<file path="src/dgptc_pkg.sv">
// Constants, field layouts and types for the dual timer/counter block.
// Assumes a single 20 MHz system clock and a plain strobe register port.
package dgptc_pkg;

  // ****************************************
  // Clock rates and derived counts
  // ****************************************
  localparam int unsigned SYS_CLK_HZ = 20000000; // System clock rate
  localparam int unsigned INT_CLK_HZ = 10000000; // Internal count clock rate
  localparam int unsigned EXT_CLK_MAX_HZ = 10000000; // Fastest external count clock
  localparam logic [7:0] INT_DIV_CYC = 8'(SYS_CLK_HZ / INT_CLK_HZ); // Cycles per tick

  // ****************************************
  // Register offsets (byte addresses)
  // ****************************************
  localparam logic [7:0] CH_STRIDE = 8'h20; // Channel 1 base
  localparam logic [4:0] OFF_CTRL = 5'h00; // Channel configuration
  localparam logic [4:0] OFF_CMD = 5'h04; // Start and soft reset strobes
  localparam logic [4:0] OFF_INIT = 5'h08; // Initial count
  localparam logic [4:0] OFF_DELAY = 5'h0C; // Pulse delay or interval
  localparam logic [4:0] OFF_WIDTH = 5'h10; // Pulse width
  localparam logic [4:0] OFF_COUNT = 5'h14; // Present count, read only
  localparam logic [4:0] OFF_STAT = 5'h18; // Channel state, read only
  localparam logic [7:0] OFF_IRQ_STAT = 8'h40; // Sticky events, write one to clear
  localparam logic [7:0] OFF_IRQ_MASK = 8'h44; // Event enables

  // ****************************************
  // Field positions
  // ****************************************
  localparam int CTRL_MODE_LSB = 0; // Three-bit mode select
  localparam int CTRL_CLK_SRC = 3; // 1 external pin, 0 internal clock
  localparam int CTRL_CLK_POL = 4; // 1 falling edge active
  localparam int CTRL_GATE_SRC = 5; // 1 gate pin, 0 software gate
  localparam int CTRL_GATE_POL = 6; // 1 gate active low
  localparam int CTRL_GATE_SW = 7; // Software gate level
  localparam int CTRL_DIR_SRC = 8; // 1 direction pin, 0 software
  localparam int CTRL_DIR_SW = 9; // Software direction, 1 up
  localparam int CTRL_OUT_POL = 10; // 1 output active low
  localparam int CMD_START = 0; // Software start
  localparam int CMD_RESET = 1; // Software counter reset
  localparam int STAT_OUT = 8; // Output pin level in status

  // ****************************************
  // Reset values
  // ****************************************
  localparam logic [15:0] CTRL_RST = 16'h0000;
  localparam logic [15:0] CNT_RST = 16'h0000;
  localparam logic [1:0] IRQ_RST = 2'h0;

  // ****************************************
  // Types
  // ****************************************
  typedef enum logic [2:0] {
    MODE_GATED_CNT = 3'h0, MODE_PERIOD = 3'h1, MODE_PWIDTH = 3'h2,
    MODE_GATED_PULSE = 3'h3, MODE_TRIG_PULSE = 3'h4, MODE_RETRIG = 3'h5,
    MODE_TRIG_CONT = 3'h6, MODE_GATED_CONT = 3'h7
  } dgptc_mode_t;

  typedef enum logic [5:0] {
    ST_IDLE = 6'h01, ST_ARM = 6'h02, ST_RUN = 6'h04,
    ST_DELAY = 6'h08, ST_PULSE = 6'h10, ST_DONE = 6'h20
  } dgptc_state_t;

endpackage : dgptc_pkg

</file>
<file path="src/dgptc_top.sv">
// Dual 16-bit up/down timer/counter with a strobe register port.
// Assumes pins are synchronous to sys_clk and strobes are single cycles.
// Functional notes
// - two independent 16-bit up/down counters
// - internal or external count clock, external max 10MHz
// - each active clock edge steps count by direction; pulse modes always count down
// - clock, gate, output polarity programmable
// - load initial count, read count freely
// - idle until start; soft reset reloads, halts
// - output low after initialization
// - gated counting holds while gate inactive
// - period between gate edges, then output high
// - count during active gate, then output high
// - one delayed pulse after start, gate freezes
// - first gate edge triggers one pulse only
// - each gate edge pulses, busy edges ignored
// - first gate edge starts periodic pulses
// - periodic pulses after start, gate pauses
`timescale 1ns/1ps
`default_nettype none

// ****************************************
// One counter channel
// ****************************************
module dgptc_channel (
  // Clock and reset
  input wire logic sys_clk,
  input wire logic reset_n,
  // Internal count clock enable
  input wire logic int_tick,
  // Configuration
  input wire logic [15:0] ctrl,
  input wire logic [15:0] init_val,
  input wire logic [15:0] delay_val,
  input wire logic [15:0] width_val,
  // Commands, one cycle each
  input wire logic start,
  input wire logic sw_reset,
  // Pins
  input wire logic counter_clock_in,
  input wire logic counter_gate_in,
  input wire logic count_direction_in,
  output logic counter_output,
  // Status
  output logic [15:0] count,
  output logic [5:0] state,
  output logic done_evt
);

  // Channel state record
  typedef struct packed {
    dgptc_pkg::dgptc_state_t st; // Sequence state
    logic [15:0] cnt; // Count or phase counter
    logic clk_prev; // Previous active-high clock level
    logic gate_prev; // Previous active-high gate level
    logic out_act; // Output active
    logic out_pin; // Output pin level
    logic done; // End-of-operation pulse
  } dgptc_ch_t;

  dgptc_ch_t ch_reg; // Registered state
  dgptc_ch_t ch_next; // Next state

  // Decoded configuration
  dgptc_pkg::dgptc_mode_t mode; // Selected mode
  logic clk_lvl; // Clock level, active high
  logic clk_edge; // One active count edge
  logic gate_lvl; // Gate level, active high
  logic gate_edge; // Gate turned active
  logic cnt_up; // Count direction
  logic gated; // Mode freezes on inactive gate
  logic advance; // Phase counter may step
  logic [15:0] step_val; // Count after one step

  // ****************************************
  // Input conditioning
  // ****************************************
  always_comb begin
    mode = dgptc_pkg::dgptc_mode_t'(ctrl[dgptc_pkg::CTRL_MODE_LSB +: 3]);
    // Polarity folded in so all later logic is active high
    clk_lvl = counter_clock_in ^ ctrl[dgptc_pkg::CTRL_CLK_POL];
    gate_lvl = ctrl[dgptc_pkg::CTRL_GATE_SRC] ?
               (counter_gate_in ^ ctrl[dgptc_pkg::CTRL_GATE_POL]) :
               ctrl[dgptc_pkg::CTRL_GATE_SW];
    // External pin edge or internal divider tick
    clk_edge = ctrl[dgptc_pkg::CTRL_CLK_SRC] ? (clk_lvl & ~ch_reg.clk_prev) : int_tick;
    gate_edge = gate_lvl & ~ch_reg.gate_prev;
    cnt_up = ctrl[dgptc_pkg::CTRL_DIR_SRC] ? count_direction_in :
             ctrl[dgptc_pkg::CTRL_DIR_SW];
    step_val = cnt_up ? (ch_reg.cnt + 16'h0001) : (ch_reg.cnt - 16'h0001);
    gated = (mode == dgptc_pkg::MODE_GATED_PULSE) || (mode == dgptc_pkg::MODE_GATED_CONT);
    advance = clk_edge & (gate_lvl | ~gated);
  end

  // ****************************************
  // Sequencer
  // ****************************************
  always_comb begin
    ch_next = ch_reg;
    ch_next.done = 1'b0;
    ch_next.clk_prev = clk_lvl;
    ch_next.gate_prev = gate_lvl;
    if (sw_reset) begin
      // Soft reset: halt, clear status, reload
      ch_next.st = dgptc_pkg::ST_IDLE;
      ch_next.cnt = init_val;
      ch_next.out_act = 1'b0;
    end else if (start) begin
      // Start re-arms from any state
      ch_next.out_act = 1'b0;
      case (mode)
        dgptc_pkg::MODE_GATED_CNT: ch_next.st = dgptc_pkg::ST_RUN;
        dgptc_pkg::MODE_PERIOD, dgptc_pkg::MODE_PWIDTH: begin
          ch_next.st = dgptc_pkg::ST_ARM;
          ch_next.cnt = init_val;
        end
        dgptc_pkg::MODE_GATED_PULSE, dgptc_pkg::MODE_GATED_CONT: begin
          ch_next.st = dgptc_pkg::ST_DELAY;
          ch_next.cnt = delay_val;
        end
        default: ch_next.st = dgptc_pkg::ST_ARM; // Wait for trigger
      endcase
    end else begin
      case (ch_reg.st)
        dgptc_pkg::ST_IDLE: begin
          // Halted until software start
        end
        dgptc_pkg::ST_ARM: begin
          if (gate_edge) begin
            if ((mode == dgptc_pkg::MODE_PERIOD) || (mode == dgptc_pkg::MODE_PWIDTH)) begin
              ch_next.st = dgptc_pkg::ST_RUN;
            end else begin
              ch_next.st = dgptc_pkg::ST_DELAY;
              ch_next.cnt = delay_val;
            end
          end
        end
        dgptc_pkg::ST_RUN: begin
          case (mode)
            dgptc_pkg::MODE_PERIOD: begin
              if (gate_edge) begin
                // Second gate edge closes the period
                ch_next.st = dgptc_pkg::ST_DONE;
                ch_next.out_act = 1'b1;
                ch_next.done = 1'b1;
              end else if (clk_edge) begin
                ch_next.cnt = step_val;
              end
            end
            dgptc_pkg::MODE_PWIDTH: begin
              if (!gate_lvl) begin
                // Gate went inactive: width complete
                ch_next.st = dgptc_pkg::ST_DONE;
                ch_next.out_act = 1'b1;
                ch_next.done = 1'b1;
              end else if (clk_edge) begin
                ch_next.cnt = step_val;
              end
            end
            default: begin
              // Gated event counting, value held while gate inactive
              if (clk_edge && gate_lvl) begin
                ch_next.cnt = step_val;
              end
            end
          endcase
        end
        dgptc_pkg::ST_DELAY: begin
          // Output inactive for the delay count
          if ((ch_reg.cnt == 16'h0000) || (advance && (ch_reg.cnt == 16'h0001))) begin
            ch_next.st = dgptc_pkg::ST_PULSE;
            ch_next.out_act = 1'b1;
            ch_next.cnt = width_val;
          end else if (advance) begin
            ch_next.cnt = ch_reg.cnt - 16'h0001;
          end
        end
        dgptc_pkg::ST_PULSE: begin
          // Output active for the width count
          if ((ch_reg.cnt == 16'h0000) || (advance && (ch_reg.cnt == 16'h0001))) begin
            ch_next.out_act = 1'b0;
            ch_next.done = 1'b1;
            case (mode)
              dgptc_pkg::MODE_RETRIG: ch_next.st = dgptc_pkg::ST_ARM;
              dgptc_pkg::MODE_TRIG_CONT, dgptc_pkg::MODE_GATED_CONT: begin
                ch_next.st = dgptc_pkg::ST_DELAY;
                ch_next.cnt = delay_val;
              end
              default: ch_next.st = dgptc_pkg::ST_DONE;
            endcase
          end else if (advance) begin
            ch_next.cnt = ch_reg.cnt - 16'h0001;
          end
        end
        dgptc_pkg::ST_DONE: begin
          // Result held for software, gate ignored
        end
        default: ch_next.st = dgptc_pkg::ST_IDLE; // Illegal code recovery
      endcase
    end
    // Pin level after polarity
    ch_next.out_pin = ch_next.out_act ^ ctrl[dgptc_pkg::CTRL_OUT_POL];
  end

  // ****************************************
  // State register
  // ****************************************
  always_ff @(posedge sys_clk or negedge reset_n) begin
    if (!reset_n) begin
      ch_reg <= '{st: dgptc_pkg::ST_IDLE, cnt: dgptc_pkg::CNT_RST, clk_prev: 1'b0,
                  gate_prev: 1'b0, out_act: 1'b0, out_pin: 1'b0, done: 1'b0};
    end else begin
      ch_reg <= ch_next;
    end
  end

  // Outputs straight from the state register
  assign counter_output = ch_reg.out_pin;
  assign count = ch_reg.cnt;
  assign state = ch_reg.st;
  assign done_evt = ch_reg.done;

endmodule : dgptc_channel

// ****************************************
// Top: register port, interrupts, two channels
// ****************************************
module dgptc_top (
  // Clock and reset
  input wire logic sys_clk,
  input wire logic reset_n,
  // Register port
  input wire logic [7:0] reg_addr,
  input wire logic [31:0] reg_wdata,
  input wire logic reg_write,
  input wire logic reg_read,
  output logic [31:0] reg_rdata,
  // Counter pins, one bit per channel
  input wire logic [1:0] counter_clock_in,
  input wire logic [1:0] counter_gate_in,
  input wire logic [1:0] count_direction_in,
  output logic [1:0] counter_output,
  // Interrupt
  output logic irq
);

  // Top state record
  typedef struct packed {
    logic [1:0][15:0] ctrl; // Configuration per channel
    logic [1:0][15:0] init; // Initial count per channel
    logic [1:0][15:0] delay; // Delay or interval per channel
    logic [1:0][15:0] width; // Pulse width per channel
    logic [1:0] start; // Start strobes
    logic [1:0] sw_rst; // Soft reset strobes
    logic [1:0] irq_stat; // Sticky done events
    logic [1:0] irq_mask; // Event enables
    logic [7:0] div; // Internal clock divider
    logic tick; // Internal count clock enable
    logic [31:0] rdata; // Read data
    logic irq; // Interrupt level
  } dgptc_top_t;

  dgptc_top_t top_reg; // Registered state
  dgptc_top_t top_next; // Next state

  logic [1:0][15:0] ch_count; // Present counts
  logic [1:0][5:0] ch_state; // Channel states
  logic [1:0] ch_done; // Done pulses
  logic ch_sel; // Addressed channel
  logic ch_hit; // Address in channel window
  logic [4:0] ch_off; // Offset within channel

  // ****************************************
  // Channels
  // ****************************************
  for (genvar i = 0; i < 2; i++) begin : g_ch
    dgptc_channel dgptc_channel_i (
      .sys_clk(sys_clk),
      .reset_n(reset_n),
      .int_tick(top_reg.tick),
      .ctrl(top_reg.ctrl[i]),
      .init_val(top_reg.init[i]),
      .delay_val(top_reg.delay[i]),
      .width_val(top_reg.width[i]),
      .start(top_reg.start[i]),
      .sw_reset(top_reg.sw_rst[i]),
      .counter_clock_in(counter_clock_in[i]),
      .counter_gate_in(counter_gate_in[i]),
      .count_direction_in(count_direction_in[i]),
      .counter_output(counter_output[i]),
      .count(ch_count[i]),
      .state(ch_state[i]),
      .done_evt(ch_done[i])
    );
  end

  // ****************************************
  // Decode, registers, divider, interrupts
  // ****************************************
  always_comb begin
    top_next = top_reg;
    ch_sel = reg_addr[5];
    ch_hit = (reg_addr[7:6] == 2'h0);
    ch_off = reg_addr[4:0];
    top_next.start = 2'h0;
    top_next.sw_rst = 2'h0;
    // Internal count clock enable
    if (top_reg.div >= (dgptc_pkg::INT_DIV_CYC - 8'h01)) begin
      top_next.div = 8'h00;
      top_next.tick = 1'b1;
    end else begin
      top_next.div = top_reg.div + 8'h01;
      top_next.tick = 1'b0;
    end
    // Register writes
    if (reg_write) begin
      if (ch_hit) begin
        case (ch_off)
          dgptc_pkg::OFF_CTRL: top_next.ctrl[ch_sel] = reg_wdata[15:0];
          dgptc_pkg::OFF_CMD: begin
            top_next.start[ch_sel] = reg_wdata[dgptc_pkg::CMD_START];
            top_next.sw_rst[ch_sel] = reg_wdata[dgptc_pkg::CMD_RESET];
          end
          dgptc_pkg::OFF_INIT: top_next.init[ch_sel] = reg_wdata[15:0];
          dgptc_pkg::OFF_DELAY: top_next.delay[ch_sel] = reg_wdata[15:0];
          dgptc_pkg::OFF_WIDTH: top_next.width[ch_sel] = reg_wdata[15:0];
          default: begin
            // Read-only or unmapped: ignored
          end
        endcase
      end else if (reg_addr == dgptc_pkg::OFF_IRQ_STAT) begin
        top_next.irq_stat = top_reg.irq_stat & ~reg_wdata[1:0];
      end else if (reg_addr == dgptc_pkg::OFF_IRQ_MASK) begin
        top_next.irq_mask = reg_wdata[1:0];
      end
    end
    // New events win over a clear in the same cycle
    top_next.irq_stat = top_next.irq_stat | ch_done;
    top_next.irq = |(top_next.irq_stat & top_next.irq_mask);
    // Read data valid only in the cycle after the strobe
    top_next.rdata = 32'h0000_0000;
    if (reg_read) begin
      if (ch_hit) begin
        case (ch_off)
          dgptc_pkg::OFF_CTRL: top_next.rdata = {16'h0000, top_reg.ctrl[ch_sel]};
          dgptc_pkg::OFF_INIT: top_next.rdata = {16'h0000, top_reg.init[ch_sel]};
          dgptc_pkg::OFF_DELAY: top_next.rdata = {16'h0000, top_reg.delay[ch_sel]};
          dgptc_pkg::OFF_WIDTH: top_next.rdata = {16'h0000, top_reg.width[ch_sel]};
          dgptc_pkg::OFF_COUNT: top_next.rdata = {16'h0000, ch_count[ch_sel]};
          dgptc_pkg::OFF_STAT: begin
            top_next.rdata = {26'h0, ch_state[ch_sel]};
            top_next.rdata[dgptc_pkg::STAT_OUT] = counter_output[ch_sel];
          end
          default: top_next.rdata = 32'h0000_0000; // Command and holes
        endcase
      end else if (reg_addr == dgptc_pkg::OFF_IRQ_STAT) begin
        top_next.rdata = {30'h0, top_reg.irq_stat};
      end else if (reg_addr == dgptc_pkg::OFF_IRQ_MASK) begin
        top_next.rdata = {30'h0, top_reg.irq_mask};
      end
    end
  end

  // ****************************************
  // State register
  // ****************************************
  always_ff @(posedge sys_clk or negedge reset_n) begin
    if (!reset_n) begin
      top_reg <= '{ctrl: {2{dgptc_pkg::CTRL_RST}}, init: {2{dgptc_pkg::CNT_RST}},
                   delay: {2{dgptc_pkg::CNT_RST}}, width: {2{dgptc_pkg::CNT_RST}},
                   start: 2'h0, sw_rst: 2'h0, irq_stat: dgptc_pkg::IRQ_RST,
                   irq_mask: dgptc_pkg::IRQ_RST, div: 8'h00, tick: 1'b0,
                   rdata: 32'h0000_0000, irq: 1'b0};
    end else begin
      top_reg <= top_next;
    end
  end

  // Outputs from registers
  assign reg_rdata = top_reg.rdata;
  assign irq = top_reg.irq;

endmodule : dgptc_top

`default_nettype wire

</file>
<file path="config.mk">
export PLATFORM = sky130hd
export DESIGN_NAME = dgptc_top
export DESIGN_NICKNAME = d
export VERILOG_FILES = /design/src/dgptc_pkg.sv /design/src/dgptc_top.sv
export SDC_FILE = /design/constraint.sdc
export NUM_CORES = 1
export LEC_CHECK = 0
export BUFFER_PORTS_ARGS = -buffer_cell sky130_fd_sc_hd__buf_2
export CAP_MARGIN = 20
export CORE_ASPECT_RATIO = 1.2
export CORE_MARGIN = 4
export CORE_UTILIZATION = 60
export DETAILED_ROUTE_END_ITERATION = 12
export GPL_TIMING_DRIVEN = 1
export PLACE_DENSITY = 0.78
export SYNTH_ARGS = -nofsm -noshare
export SYNTH_HDL_FRONTEND = slang
export SYNTH_SLANG_ARGS = --single-unit
</file>
<file path="constraint.sdc">
create_clock -name sys_clk -period 5 [get_ports sys_clk]
set_clock_uncertainty 0.05 [all_clocks]
set_input_delay 0 -clock sys_clk [delete_from_list [all_inputs] [get_ports sys_clk]]
set_output_delay 0 -clock sys_clk [all_outputs]
set_load 0.02 [all_outputs]
</file>
==> results.md <==
* Share of total power in combinational logic at 12.6%
* Max Slew Vio Count at 0
* Syn Area/Cell at 9.683 um^2
* Worst rel slew slack at 29.22%
* CTS sink cnt at 216
* Vias per cell at 7.074
* Total CTS buffers at 23
* Synth unique cells at 89
* Antenna violations before repair at 1
* Crit path largest cell delay at 840 ps
* Switching part of the total at 27.23%
* ANT cells at 0
* Mapped Area at 0.01385 mm^2
* CP max FO at 13
* Critical path type: reg2reg
* Clock Path Buffers at 3
* Critical-path top delay cell: nor2_1
* PostCTS Resize Cnt at 0
* CTS Root Cell: clkbuf_16
* Routed len/inst at 25.40 um
* Most frequent cells in the layout: 214 x dfrtp_1, 135 x mux2_2, 96 x nor2_1, 81 x a21oi_1, 60 x nand2_1
* Seq pwr share at 45.9%
* First-pass GRT wire length at 70.01 mm
* Area contributors post-synth: dfrtp_1 39%, mux2_2 11%, a21oi_1 2.9%, mux2i_1 2.7%, nor2_1 2.6%
* Layout Nets at 1,497
* Most used DFF post-synth: dfrtp_1
* Setup Viol. Count Final at 0
* Max-Cap Viols at 0
* GR Util All Layers at 34.26%
* Internal power at 3102 uW
* Io pins at 85
* Fmax at 300.5 MHz
* Synth Register Bits at 216
* CTS tree: yes
* Asr flop ratio synth at 100.0%
* Min Clock Period, post-route at 3328 ps
* Post-synth EDFFs at 0
* # fillers at 1,750
* Sequential share of the synthesized area at 39.05%
* Critical path endpoint category: flop
* Num rows at 60
* Crit path arrival time at 3610 ps
* Vias in the first global route at 12,020
* Final Hold Fails at 0
* DRT iter0 DRCs at 1,532
* Max reg flops at 145
* Final WL at 44.71 mm
* Setup TNS at 0 ps
* Area growth syn-to-layout at 9.244%
* GPL Wtd Cong at 0.9879
* Setup Buffers After CTS at 0
* Post-synth top area share at 38.67%
* Final period util at 66.56%
* Least-Margin Pin Slew at 1058 ps
* Initial Util at 61.28%
* Gate Count Post-Synth at 1,430
* Die area at 0.02558 mm^2
* Yosys warns at 0
* Power per cell area at 281.8 mW/mm^2
* Die height at 174.4 um
* Total congestion overflow at 0
* Clk_lat worst skew at 520 ps
* Min-Delay Path Class: in2reg
* I/O Buffers at 52
* DRT Pass-1 Iters at 6
* Post-synth top area cell: dfrtp_1
* Worst EP required at 5280 ps
* Clk pwr share at 41.5%
* CP startpoint kind: flop
* H-tree Lvls at 1
* DRC at 0
* Dpl hpwl at 31.84 mm
* Peak VDD IR at 272.2 uV
* CP Cell Sequence: nor3_2 -> o211ai_1 -> o32ai_1 -> a21oi_1 -> o21a_1 -> nor2_1 -> a41oi_1
* Core area at 0.02260 mm^2
* RSZ-0062 raised after global routing: false
* ANT nets after route at 0
* Vias at 12,450
* Net Sw Power at 1161 uW
* PnR Total Power at 4263 uW
* Static Leak at 0.006582 uW
* Overall die width at 146.7 um
* Largest net degree at the start of global routing at 124
* Status: finished, final reports clean
* Share of cells above drive strength 1 at 20.48%
* Commonest non-fill, non-tap cell in the layout: dfrtp_1
* CTS clk-pin slew, worst paths at 60 ps
## logic make-up (layout without fill, tap and decap cells)
logic type	after synthesis	after routing	share of synthesized area [%]
AO/OA/AOI/OAI	427	427	21.81
XOR/XNOR	40	40	2.530
adder cells (fa/ha/maj)	11	11	0.9939
buffers and inverters	172	172	6.099
flip-flops	216	216	39.05
multiplexers	180	180	14.95
other	1	21	0.02708
AND/OR/NAND/NOR	383	383	14.53
## final timing paths
path	slack, ps	cells after the start	to	startpoint
setup / recovery	1670	7	g_ch[1].dgptc_channel_i.count[9]	g_ch[1].dgptc_channel_i.state[5]
hold / removal	50	4	g_ch[0].dgptc_channel_i.ch_reg[3]	counter_gate_in[0]
setup reg to reg	1670	7	g_ch[1].dgptc_channel_i.count[9]	g_ch[1].dgptc_channel_i.state[5]
hold reg to reg	430	1	top_reg[45]	g_ch[1].dgptc_channel_i.done_evt
max in group asynchronous	3730	3	g_ch[0].dgptc_channel_i.state[0]	reset_n
min in group asynchronous	110	2	top_reg[75]	reset_n
## power groups by stage
stage               Combinational [uW]  Clock, uW  Sequential [uW]
floorplan                          401          0             1910
global placement                   489          0             1980
detailed placement                 500          0             1980
CTS                                521       1780             1950
global route                       579       1850             1970
finish                             536       1770             1960
## cells in the mapped netlist (all sizes together) (24+ instances only)
master	count
a21oi	83
a221oi	26
a22o	24
a22oi	40
a31oi	31
buf	67
clkbuf	79
dfrtp	214
inv	26
mux2	135
mux2i	37
nand2	61
nand3	42
nor2	99
nor3	53
o21ai	58
o22ai	26
## metrics by stage
step	area (um^2)	std cells	setup WS, ps	hold WS [ps]	utilization [%]
final	15130	1760	1672	45.61	66.94
after floorplan	13920	1450	2328	-345.6	-
after global placement	14020	1687	1796	102.9	62.04
after CTS	15110	1758	1758	19.96	66.89
after detailed placement	14020	1687	1763	107.9	62.04
after global routing	15130	1760	1554	147.5	66.94
## layout make-up
class / count / area [um^2] / area share [%]
tap: 310 / 387.9 / 2.564
timing repair buffer: 107 / 773.2 / 5.112
multi-input combinational: 1062 / 7685 / 50.80
clock inverter: 8 / 120.1 / 0.7940
sequential: 216 / 5408 / 35.75
inverter: 26 / 97.59 / 0.6452
clock buffer: 31 / 655.6 / 4.334
## what timing repair did
item	CTS	global route
hold buffers	32	0
endpoints found under the setup margin	0	0
endpoints found under the hold margin	264	0
## worst max-delay path: cells and delay by family (launching register included)
kind | cells | cell delay (ps)
AO/OA/AOI/OAI | 5 | 1360
flip-flops | 1 | 460
AND/OR/NAND/NOR | 2 | 1260
## per-layer routing
metal	track usage, %	vias to the layer above	part of all wire, %
li1	-	5437	-
met1	44.95	6053	38
met2	56.33	764	48
met3	3.885	196	7.9
met4	17.29	0	6.0
met5	0	-	0
(Power assumes the default switching activity.)
